## src/design/hrc_params.svh

```systemverilog
`ifndef HRC_PARAMS_SVH
`define HRC_PARAMS_SVH

// Widths of the configuration word, the data bus and the internal space base.
`define HRC_DATA_W        32
`define HRC_BASE_W        16
`define HRC_ISB_W         3
`define HRC_PS_W          2

// Field positions inside the configuration word.
`define HRC_ARB_BIT       0
`define HRC_IPFX_BIT      1
`define HRC_MCDIS_BIT     2
`define HRC_PS_LO         3
`define HRC_PS_HI         4
`define HRC_ISB_LO        5
`define HRC_ISB_HI        7

// The base field selects the top bits of the internal space base.
`define HRC_ISB_SHIFT     13

// Internal default configuration and the number of edges sampled.
`define HRC_DEFAULT_WORD  32'h0000_0000
`define HRC_SAMPLE_EDGES  2'h2
`define HRC_CNT_ZERO      2'h0
`define HRC_CNT_ONE       2'h1
`define HRC_WORD_ZERO     32'h0000_0000

`endif

```

## src/design/hrc_pkg.sv

```systemverilog
`default_nettype none
`include "hrc_params.svh"

package hrc_pkg;

    // One-hot sequencing: held in hard reset, or running.
    typedef enum logic [1:0]
    {
        HRC_ST_HOLD = 2'b01,
        HRC_ST_RUN  = 2'b10
    } hrc_state_e;

    // Decoded configuration as it is stored.
    typedef struct packed
    {
        logic                    arb_ext;
        logic                    irq_pfx;
        logic                    gpcm_en;
        logic [`HRC_PS_W-1:0]    port_size;
        logic [`HRC_BASE_W-1:0]  base;
    } hrc_cfg_s;

    // The base that a base field selects; software writes the same form.
    function automatic logic [`HRC_BASE_W-1:0] hrc_isb_to_base(
        input logic [`HRC_ISB_W-1:0] internal_space_base_field);
        hrc_isb_to_base = {internal_space_base_field, {`HRC_ISB_SHIFT{1'b0}}};
    endfunction

    // Splits a configuration word into its fields.
    function automatic hrc_cfg_s hrc_decode(input logic [`HRC_DATA_W-1:0] word);
        hrc_cfg_s c;
        c.arb_ext   = word[`HRC_ARB_BIT];
        c.irq_pfx   = word[`HRC_IPFX_BIT];
        c.gpcm_en   = ~word[`HRC_MCDIS_BIT];
        c.port_size = word[`HRC_PS_HI:`HRC_PS_LO];
        c.base      = hrc_isb_to_base(word[`HRC_ISB_HI:`HRC_ISB_LO]);
        hrc_decode  = c;
    endfunction

endpackage : hrc_pkg

`default_nettype wire

```

## src/design/hrc_cfg_if.sv

```systemverilog
`default_nettype none
`include "hrc_params.svh"

interface hrc_cfg_if
    import hrc_pkg::*;
();
    logic                    load;
    hrc_cfg_s                load_cfg;
    logic                    base_wr;
    logic [`HRC_BASE_W-1:0]  base_wdata;
    hrc_cfg_s                cfg;

    // The sequencer commands; the store holds the result.
    modport ctl   (output load, load_cfg, base_wr, base_wdata, input cfg);
    modport store (input load, load_cfg, base_wr, base_wdata, output cfg);
endinterface : hrc_cfg_if

`default_nettype wire

```

## src/design/hrc_cfg_store.sv

```systemverilog
`default_nettype none
`include "hrc_params.svh"

module hrc_cfg_store
    import hrc_pkg::*;
(
    // Clock and reset.
    input  wire logic  clk_sys_i,
    input  wire logic  nrst_i,
    // Command side.
    hrc_cfg_if.store   cfg_if
);

    // Only a commit or a base write changes the store; a commit wins.
    always_ff @(posedge clk_sys_i)
    begin
        if (!nrst_i)
            cfg_if.cfg <= hrc_decode(`HRC_DEFAULT_WORD);
        else if (cfg_if.load)
            cfg_if.cfg <= cfg_if.load_cfg;
        else if (cfg_if.base_wr)
            cfg_if.cfg.base <= cfg_if.base_wdata;
    end

    // Nothing but a commit or a base write may move the held fields.
    AST_HOLD_FIELDS: assert property (@(posedge clk_sys_i) disable iff (!nrst_i)
        (!cfg_if.load && !cfg_if.base_wr) |=> $stable(cfg_if.cfg))
        else $error("Held configuration changed without cause.");

    // A base write moves the base alone.
    AST_BASE_ONLY: assert property (@(posedge clk_sys_i) disable iff (!nrst_i)
        (cfg_if.base_wr && !cfg_if.load) |=>
            (cfg_if.cfg.base == $past(cfg_if.base_wdata))
            && (cfg_if.cfg.port_size == $past(cfg_if.cfg.port_size))
            && (cfg_if.cfg.gpcm_en == $past(cfg_if.cfg.gpcm_en)))
        else $error("Base write did not relocate only the base.");

endmodule // hrc_cfg_store

`default_nettype wire

```

## src/design/hrc_sampler.sv

```systemverilog
`default_nettype none
`include "hrc_params.svh"

// How it works
// - Capture on last two edges before release.
// - Select pin picks data bus, else default.
// - Word sets arbitration, prefix, disable, width, base.
// - Disabled controller keeps boot chip select off.
// - Base register write relocates like base field.
module hrc_sampler
    import hrc_pkg::*;
(
    // Clock and power-on reset.
    input  wire logic                    clk_sys_i,
    input  wire logic                    nrst_i,
    // Hard reset line and configuration source.
    input  wire logic                    hard_reset_line_n_i,
    input  wire logic                    reset_config_select_n_i,
    input  wire logic [`HRC_DATA_W-1:0]  data_bus_i,
    // Software write of the internal map base register.
    input  wire logic                    map_base_wr_i,
    input  wire logic [`HRC_BASE_W-1:0]  map_base_wdata_i,
    // Chip-select request from the general-purpose machine.
    input  wire logic                    boot_cs_req_i,
    // Configuration outputs.
    output logic                         config_valid_o,
    output logic                         arb_external_o,
    output logic                         irq_prefix_high_o,
    output logic                         gpcm_enable_o,
    output logic [`HRC_PS_W-1:0]         boot_port_size_o,
    output logic [`HRC_BASE_W-1:0]       internal_base_o,
    output logic                         boot_chip_select_n_o
);

    hrc_cfg_if cfg_if ();

    hrc_state_e               state;
    hrc_state_e               next_state;
    logic [1:0]               edge_cnt;
    logic [`HRC_DATA_W-1:0]   samp_last;
    logic [`HRC_DATA_W-1:0]   samp_prev;
    logic                     sel_last;
    logic                     sel_prev;
    logic                     valid;
    logic                     cs_n;

    // Samples stop being taken on the edge at which the line is seen released.
    wire logic                in_hold     = (state == HRC_ST_HOLD);
    wire logic                reset_held  = ~hard_reset_line_n_i;
    wire logic                commit      = in_hold && hard_reset_line_n_i;
    wire logic                two_edges   = (edge_cnt == `HRC_SAMPLE_EDGES);

    // The bus is used only if the select pin was asserted on both sampled edges.
    wire logic                use_bus     = two_edges && sel_last && sel_prev;
    wire logic [`HRC_DATA_W-1:0] chosen_word =
        use_bus ? samp_last : `HRC_DEFAULT_WORD;
    wire hrc_cfg_s            chosen_cfg  = hrc_decode(chosen_word);

    // Software may move the base only once the configuration stands.
    wire logic                sw_base_wr  = (state == HRC_ST_RUN) && map_base_wr_i;

    // A request is let through only with the machine enabled.
    wire logic                next_cs_n   = ~(boot_cs_req_i && valid
                                              && cfg_if.cfg.gpcm_en);

    // State choice: the hard reset line alone moves between the two states.
    always_comb
    begin
        case (state)
            HRC_ST_HOLD: next_state = hard_reset_line_n_i ? HRC_ST_RUN : HRC_ST_HOLD;
            HRC_ST_RUN:  next_state = reset_held ? HRC_ST_HOLD : HRC_ST_RUN;
            default:     next_state = HRC_ST_HOLD;
        endcase
    end

    // Commands to the store.
    assign cfg_if.load       = commit;
    assign cfg_if.load_cfg   = chosen_cfg;
    assign cfg_if.base_wr    = sw_base_wr;
    assign cfg_if.base_wdata = map_base_wdata_i;

    hrc_cfg_store u_store
    (
        .clk_sys_i (clk_sys_i),
        .nrst_i    (nrst_i),
        .cfg_if    (cfg_if.store)
    );

    always_ff @(posedge clk_sys_i)
    begin
        if (!nrst_i)
            state <= HRC_ST_HOLD;
        else
            state <= next_state;
    end

    // A two-deep history of the bus and select pin; only the last two edges
    // before release count, since the device cannot know which edge is last.
    // Sampling starts on the first edge the line is seen low, before the state
    // has moved to hold, so that a hold of exactly two edges gives two samples.
    always_ff @(posedge clk_sys_i)
    begin
        if (!nrst_i)
        begin
            samp_last <= `HRC_WORD_ZERO;
            samp_prev <= `HRC_WORD_ZERO;
            sel_last  <= 1'b0;
            sel_prev  <= 1'b0;
        end
        else if (reset_held)
        begin
            samp_last <= data_bus_i;
            samp_prev <= samp_last;
            sel_last  <= ~reset_config_select_n_i;
            sel_prev  <= sel_last;
        end
    end

    // Counts consecutive low edges up to two; a shorter hold falls back to the
    // default. The commit reads the count on the release edge, before it clears.
    always_ff @(posedge clk_sys_i)
    begin
        if (!nrst_i || !reset_held)
            edge_cnt <= `HRC_CNT_ZERO;
        else if (!two_edges)
            edge_cnt <= edge_cnt + `HRC_CNT_ONE;
    end

    // Valid from the commit until the line is asserted again.
    always_ff @(posedge clk_sys_i)
    begin
        if (!nrst_i)
            valid <= 1'b0;
        else if (commit)
            valid <= 1'b1;
        else if (reset_held)
            valid <= 1'b0;
    end

    always_ff @(posedge clk_sys_i)
    begin
        if (!nrst_i)
            cs_n <= 1'b1;
        else
            cs_n <= next_cs_n;
    end

    // Outputs: each is a flip-flop here or in the store.
    assign config_valid_o       = valid;
    assign arb_external_o       = cfg_if.cfg.arb_ext;
    assign irq_prefix_high_o    = cfg_if.cfg.irq_pfx;
    assign gpcm_enable_o        = cfg_if.cfg.gpcm_en;
    assign boot_port_size_o     = cfg_if.cfg.port_size;
    assign internal_base_o      = cfg_if.cfg.base;
    assign boot_chip_select_n_o = cs_n;

    // The commit takes the word seen on the edge just before release.
    AST_CAPTURE_LAST: assert property (@(posedge clk_sys_i) disable iff (!nrst_i)
        (in_hold && reset_held ##1 commit && use_bus) |->
            (chosen_word == $past(data_bus_i)))
        else $error("Captured word is not the last sampled bus value.");

    // Two edges of select keep the bus; fewer use the default.
    AST_SELECT_BUS: assert property (@(posedge clk_sys_i) disable iff (!nrst_i)
        (in_hold && reset_held && !reset_config_select_n_i)[*2] ##1 commit |->
            (chosen_word == samp_last))
        else $error("Asserted select did not pick the data bus.");

    AST_SELECT_DEFAULT: assert property (@(posedge clk_sys_i) disable iff (!nrst_i)
        (in_hold && reset_held && reset_config_select_n_i) ##1 commit |->
            (chosen_word == `HRC_DEFAULT_WORD))
        else $error("Negated select did not pick the default.");

    // Every output field follows the committed word one edge later.
    AST_FIELDS: assert property (@(posedge clk_sys_i) disable iff (!nrst_i)
        commit |=> config_valid_o
            && (boot_port_size_o == $past(chosen_word[`HRC_PS_HI:`HRC_PS_LO]))
            && (gpcm_enable_o == !$past(chosen_word[`HRC_MCDIS_BIT]))
            && (arb_external_o == $past(chosen_word[`HRC_ARB_BIT]))
            && (irq_prefix_high_o == $past(chosen_word[`HRC_IPFX_BIT]))
            && (internal_base_o == hrc_isb_to_base(
                   $past(chosen_word[`HRC_ISB_HI:`HRC_ISB_LO]))))
        else $error("Configuration outputs do not match the captured word.");

    // A disabled machine never lets the boot chip select assert.
    AST_CS_OFF: assert property (@(posedge clk_sys_i) disable iff (!nrst_i)
        !gpcm_enable_o |=> boot_chip_select_n_o)
        else $error("Boot chip select asserted with the machine disabled.");

    AST_CS_ON: assert property (@(posedge clk_sys_i) disable iff (!nrst_i)
        (boot_cs_req_i && gpcm_enable_o && config_valid_o) |=> !boot_chip_select_n_o)
        else $error("Enabled request did not assert boot chip select.");

    // A write while running lands on the base output one edge later.
    AST_SW_BASE: assert property (@(posedge clk_sys_i) disable iff (!nrst_i)
        (state == HRC_ST_RUN && map_base_wr_i && !reset_held) |=>
            (internal_base_o == $past(map_base_wdata_i)))
        else $error("Base write did not relocate the internal space.");

    // While running without writes, port size, base, enable and arbitration stand still.
    AST_HOLD_RUN: assert property (@(posedge clk_sys_i) disable iff (!nrst_i)
        (state == HRC_ST_RUN && !map_base_wr_i) |=>
            $stable(boot_port_size_o) && $stable(internal_base_o)
            && $stable(gpcm_enable_o) && $stable(arb_external_o))
        else $error("Configuration changed while running.");

    // The edge counter never passes two during hold.
    AST_EDGE_SAT: assert property (@(posedge clk_sys_i) disable iff (!nrst_i)
        reset_held[*2] |=> two_edges)
        else $error("Edge counter did not saturate at two.");

endmodule // hrc_sampler

`default_nettype wire

```

## config.mk

```make
export PLATFORM = sky130hd
export DESIGN_NAME = hrc_sampler
export DESIGN_NICKNAME = d
export VERILOG_FILES = /design/src/design/hrc_pkg.sv /design/src/design/hrc_cfg_if.sv /design/src/design/hrc_cfg_store.sv /design/src/design/hrc_sampler.sv
export VERILOG_INCLUDE_DIRS = /design/src /design/src/design
export SDC_FILE = /design/constraint.sdc
export NUM_CORES = 1
export LEC_CHECK = 0
export ABC_CLOCK_PERIOD_IN_PS = 1300
export BUFFER_PORTS_ARGS = -buffer_cell sky130_fd_sc_hd__buf_2
export CORE_MARGIN = 4
export CORE_UTILIZATION = 35
export DETAILED_ROUTE_END_ITERATION = 8
export GPL_ROUTABILITY_DRIVEN = 0
export PLACE_DENSITY = 0.69
export RECOVER_POWER = 100
export SYNTH_ARGS = -nofsm -noshare
export SYNTH_HDL_FRONTEND = slang
export SYNTH_SLANG_ARGS = --single-unit
```

## constraint.sdc

```tcl
create_clock -name clk_sys_i -period 1.3 [get_ports clk_sys_i]
set_input_delay 0.13 -clock clk_sys_i [delete_from_list [all_inputs] [get_ports clk_sys_i]]
set_output_delay 0.13 -clock clk_sys_i [all_outputs]
set_load 0.01 [all_outputs]
```

==> metrics <==
P&R area growth vs syn=27.5%; GR Overflow Total=0; Final min period=approximately 1.2 ns; worst skew pair latency=0.28 ns; Netlist cell types=26; io pins=just under 80; PwrDens=1230 nW/um2; hold wc startpoint=boot_cs_req_i; worst reg2reg setup slack=0.09 ns; leakage=0.723 nW; port bufs=52; Critical Path AT=approximately 1.4 ns; DPL Wire Length=2180 um; post-synth top area cell=dfxtp_1; initial DRC count=24; worst r2r dst=u_store.cfg_if.cfg[7]; Mapped Area=1420 um2; f_max=0.827 GHz; Peak VDD IR=approximately 0.00055 V; maximum fanout along the worst path=13; fill count=385; post-route ant nets=0; row count=22; status=completed; Worst Setup End Kind=flop; Cell Count, Final, Fillers Out=249; chip height=approximately 72 um; Finish-stage setup viols=0; CTS H-tree depth=2; initial antenna violation count=0; Synth Area per Inst=about 10 um2; Slew Limit Fails=0; Mapped Cells=142; post-synthesis sequential element count=37; Final Power=around 2.2 mW; max-cap viol count=0; placed insts=240; dpl cell area=1740 um2; worst hold stages=2; CP startpoint kind=flop; Reg2Reg Depth=5; Area contributors post-synth=dfxtp_1 (52%), mux2i_1 (8.5%), nand2_1 (7.7%); ant diodes=0; # clock sinks=37; CTS buffer count=5; die span in x=71.6 um; fin nets=257; Residual DRC=0; FF-to-FF Start=state[1]; Yosys top cell area share=0.523; worst path required time=1.52 ns; Crit Path Class=flop to flop; hold_ws=approximately 0.059 ns; vias in the first global route=~1100; hold crit path type=primary input to flop; CORE AREA=3770 um2; largest net degree at the start of global routing=14; syn nets=slightly below 200; Hold EP=boot_chip_select_n_o; fin area=1800 um2; CTS tree=done; TritonRoute pass-1 iters=2; vias=1139; max_slew headroom=0.606; Worst-Margin Slew=approximately 0.59 ns; global-route wire length before repair=4870 um; sequential fraction of the synthesis area=0.523; vias per cell=about 4.6; RSZ-0062 raised after global routing=false; die footprint=5120 um2; Reg clk slew, reported paths=approximately 0.070 ns; layout cells sized above 1=0.244; CTS root buf=clkbuf_8; Setup Skew=about 0.0034 ns; Initial Utilization=0.375; Ys Warns=0; Overall Global Routing Usage=0.119; final hold vios=0; drt total wl=around 2900 um; post-layout util=0.478; Final period util=0.930; Clock Tree Buf Depth=2; wire length per cell=~12 um
[state kept, by name (all words and copies together), names as in the netlist]
name / flops
sel_prev: 1
boot_chip_select_n_o: 1
config_valid_o: 1
samp_last: 8
u_store.cfg_if.cfg: 21
sel_last: 1
edge_cnt: 2
state: 2
[report_power, final]
group	total (mW)	switching (mW)	leakage, nW	internal (mW)
clock	0.860	0.381	0.0542	0.479
sequential	1.18	0.0165	0.301	1.16
combinational	0.177	0.0872	0.367	0.0897
[cell type report]
type,count,area (um2),share of cell area
Clock inverter,1,5.00,0.00277
Tap cell,48,60.1,0.0333
Multi-Input combinational cell,93,587,0.325
Inverter,4,15.0,0.00832
Sequential cell,37,741,0.411
Timing Repair Buffer,59,300,0.166
Clock buffer,7,96.3,0.0534
[kinds of logic after synthesis]
kind of cell / synth area share
AOI/OAI and AO/OA: 0.137
DFF: 0.523
buffers and inverters: 0.0557
xor gates and xnor gates: 0.00619
and+or+nand+nor: 0.166
muxes: 0.0849
adders and majority gates: 0.0265
[layer usage]
layer  track usage  share of wire  vias up
li1              -              -      584
met1         0.142           0.43      506
met2         0.188           0.45       43
met3        0.0477           0.11        6
met4        0.0564          0.017        0
met5             0              0        -
[what timing repair did]
action                                  4_1_cts  5_1_grt
setup buffers                                 0        1
endpoints found under the setup margin       12       20
hold buffers                                  0        0
pin swaps                                     0        2
resized for setup                             2        3
[placed cells by master (no fill, tap or decap), types with 2 or more instances in the layout]
| cell type | count |
|---|---|
| clkbuf_1 | 26 |
| a21oi_2 | 5 |
| clkbuf_8 | 7 |
| o2bb2ai_1 | 2 |
| buf_12 | 2 |
| nand2_1 | 29 |
| inv_1 | 4 |
| a22o_1 | 4 |
| nor2b_1 | 9 |
| nand4_1 | 2 |
| dfxtp_1 | 37 |
| a21oi_1 | 10 |
| buf_4 | 3 |
| nor2_1 | 7 |
| mux2i_1 | 12 |
| ha_1 | 2 |
| buf_2 | 28 |
[stage by stage]
stage	worst slack (ns)	TNS, ns
floorplan	0.0891	0
global placement	-0.0863	-0.403
detailed placement	-0.118	-0.761
CTS	0.0108	0
global route	0.00817	0
finish	0.0908	0
[Yosys cell counts]
cell,count
a22o_1,4
ha_1,3
or2b_1,1
a21bo_1,1
nor2_1,7
nor2b_1,9
nand2_1,29
xor2_1,1
buf_12,1
nor2_2,1
mux2i_1,12
inv_1,4
buf_2,2
and2_1,2
nand3_1,1
a21boi_0,1
clkbuf_1,2
o2bb2ai_1,2
buf_6,1
dfxtp_1,37
a21oi_2,10
a21oi_1,5
buf_4,2
o22ai_1,1
nand4_1,2
o21ai_0,1
[worst max path at each step]
stage              from                endpoint  slack [ns]  depth (start not counted)
2_1_floorplan  state[0]  u_store.cfg_if.cfg[10]        0.09                          7
5_1_grt        state[1]   u_store.cfg_if.cfg[1]       0.008                          5
4_1_cts        state[1]  u_store.cfg_if.cfg[18]        0.01                          5
6_report       state[1]   u_store.cfg_if.cfg[7]        0.09                          5
3_5_place_dp   state[0]  u_store.cfg_if.cfg[14]       -0.12                          5
3_3_place_gp   state[0]  u_store.cfg_if.cfg[14]       -0.09                          5
[worst max-delay path, cell delays in order (launching register included)]
cell,delay [ns]
dfxtp_1,0.33
inv_1,0.05
ha_2,0.19
a21bo_1,0.28
buf_12,0.18
a21oi_1,0.11
(Power assumes the default switching activity.)
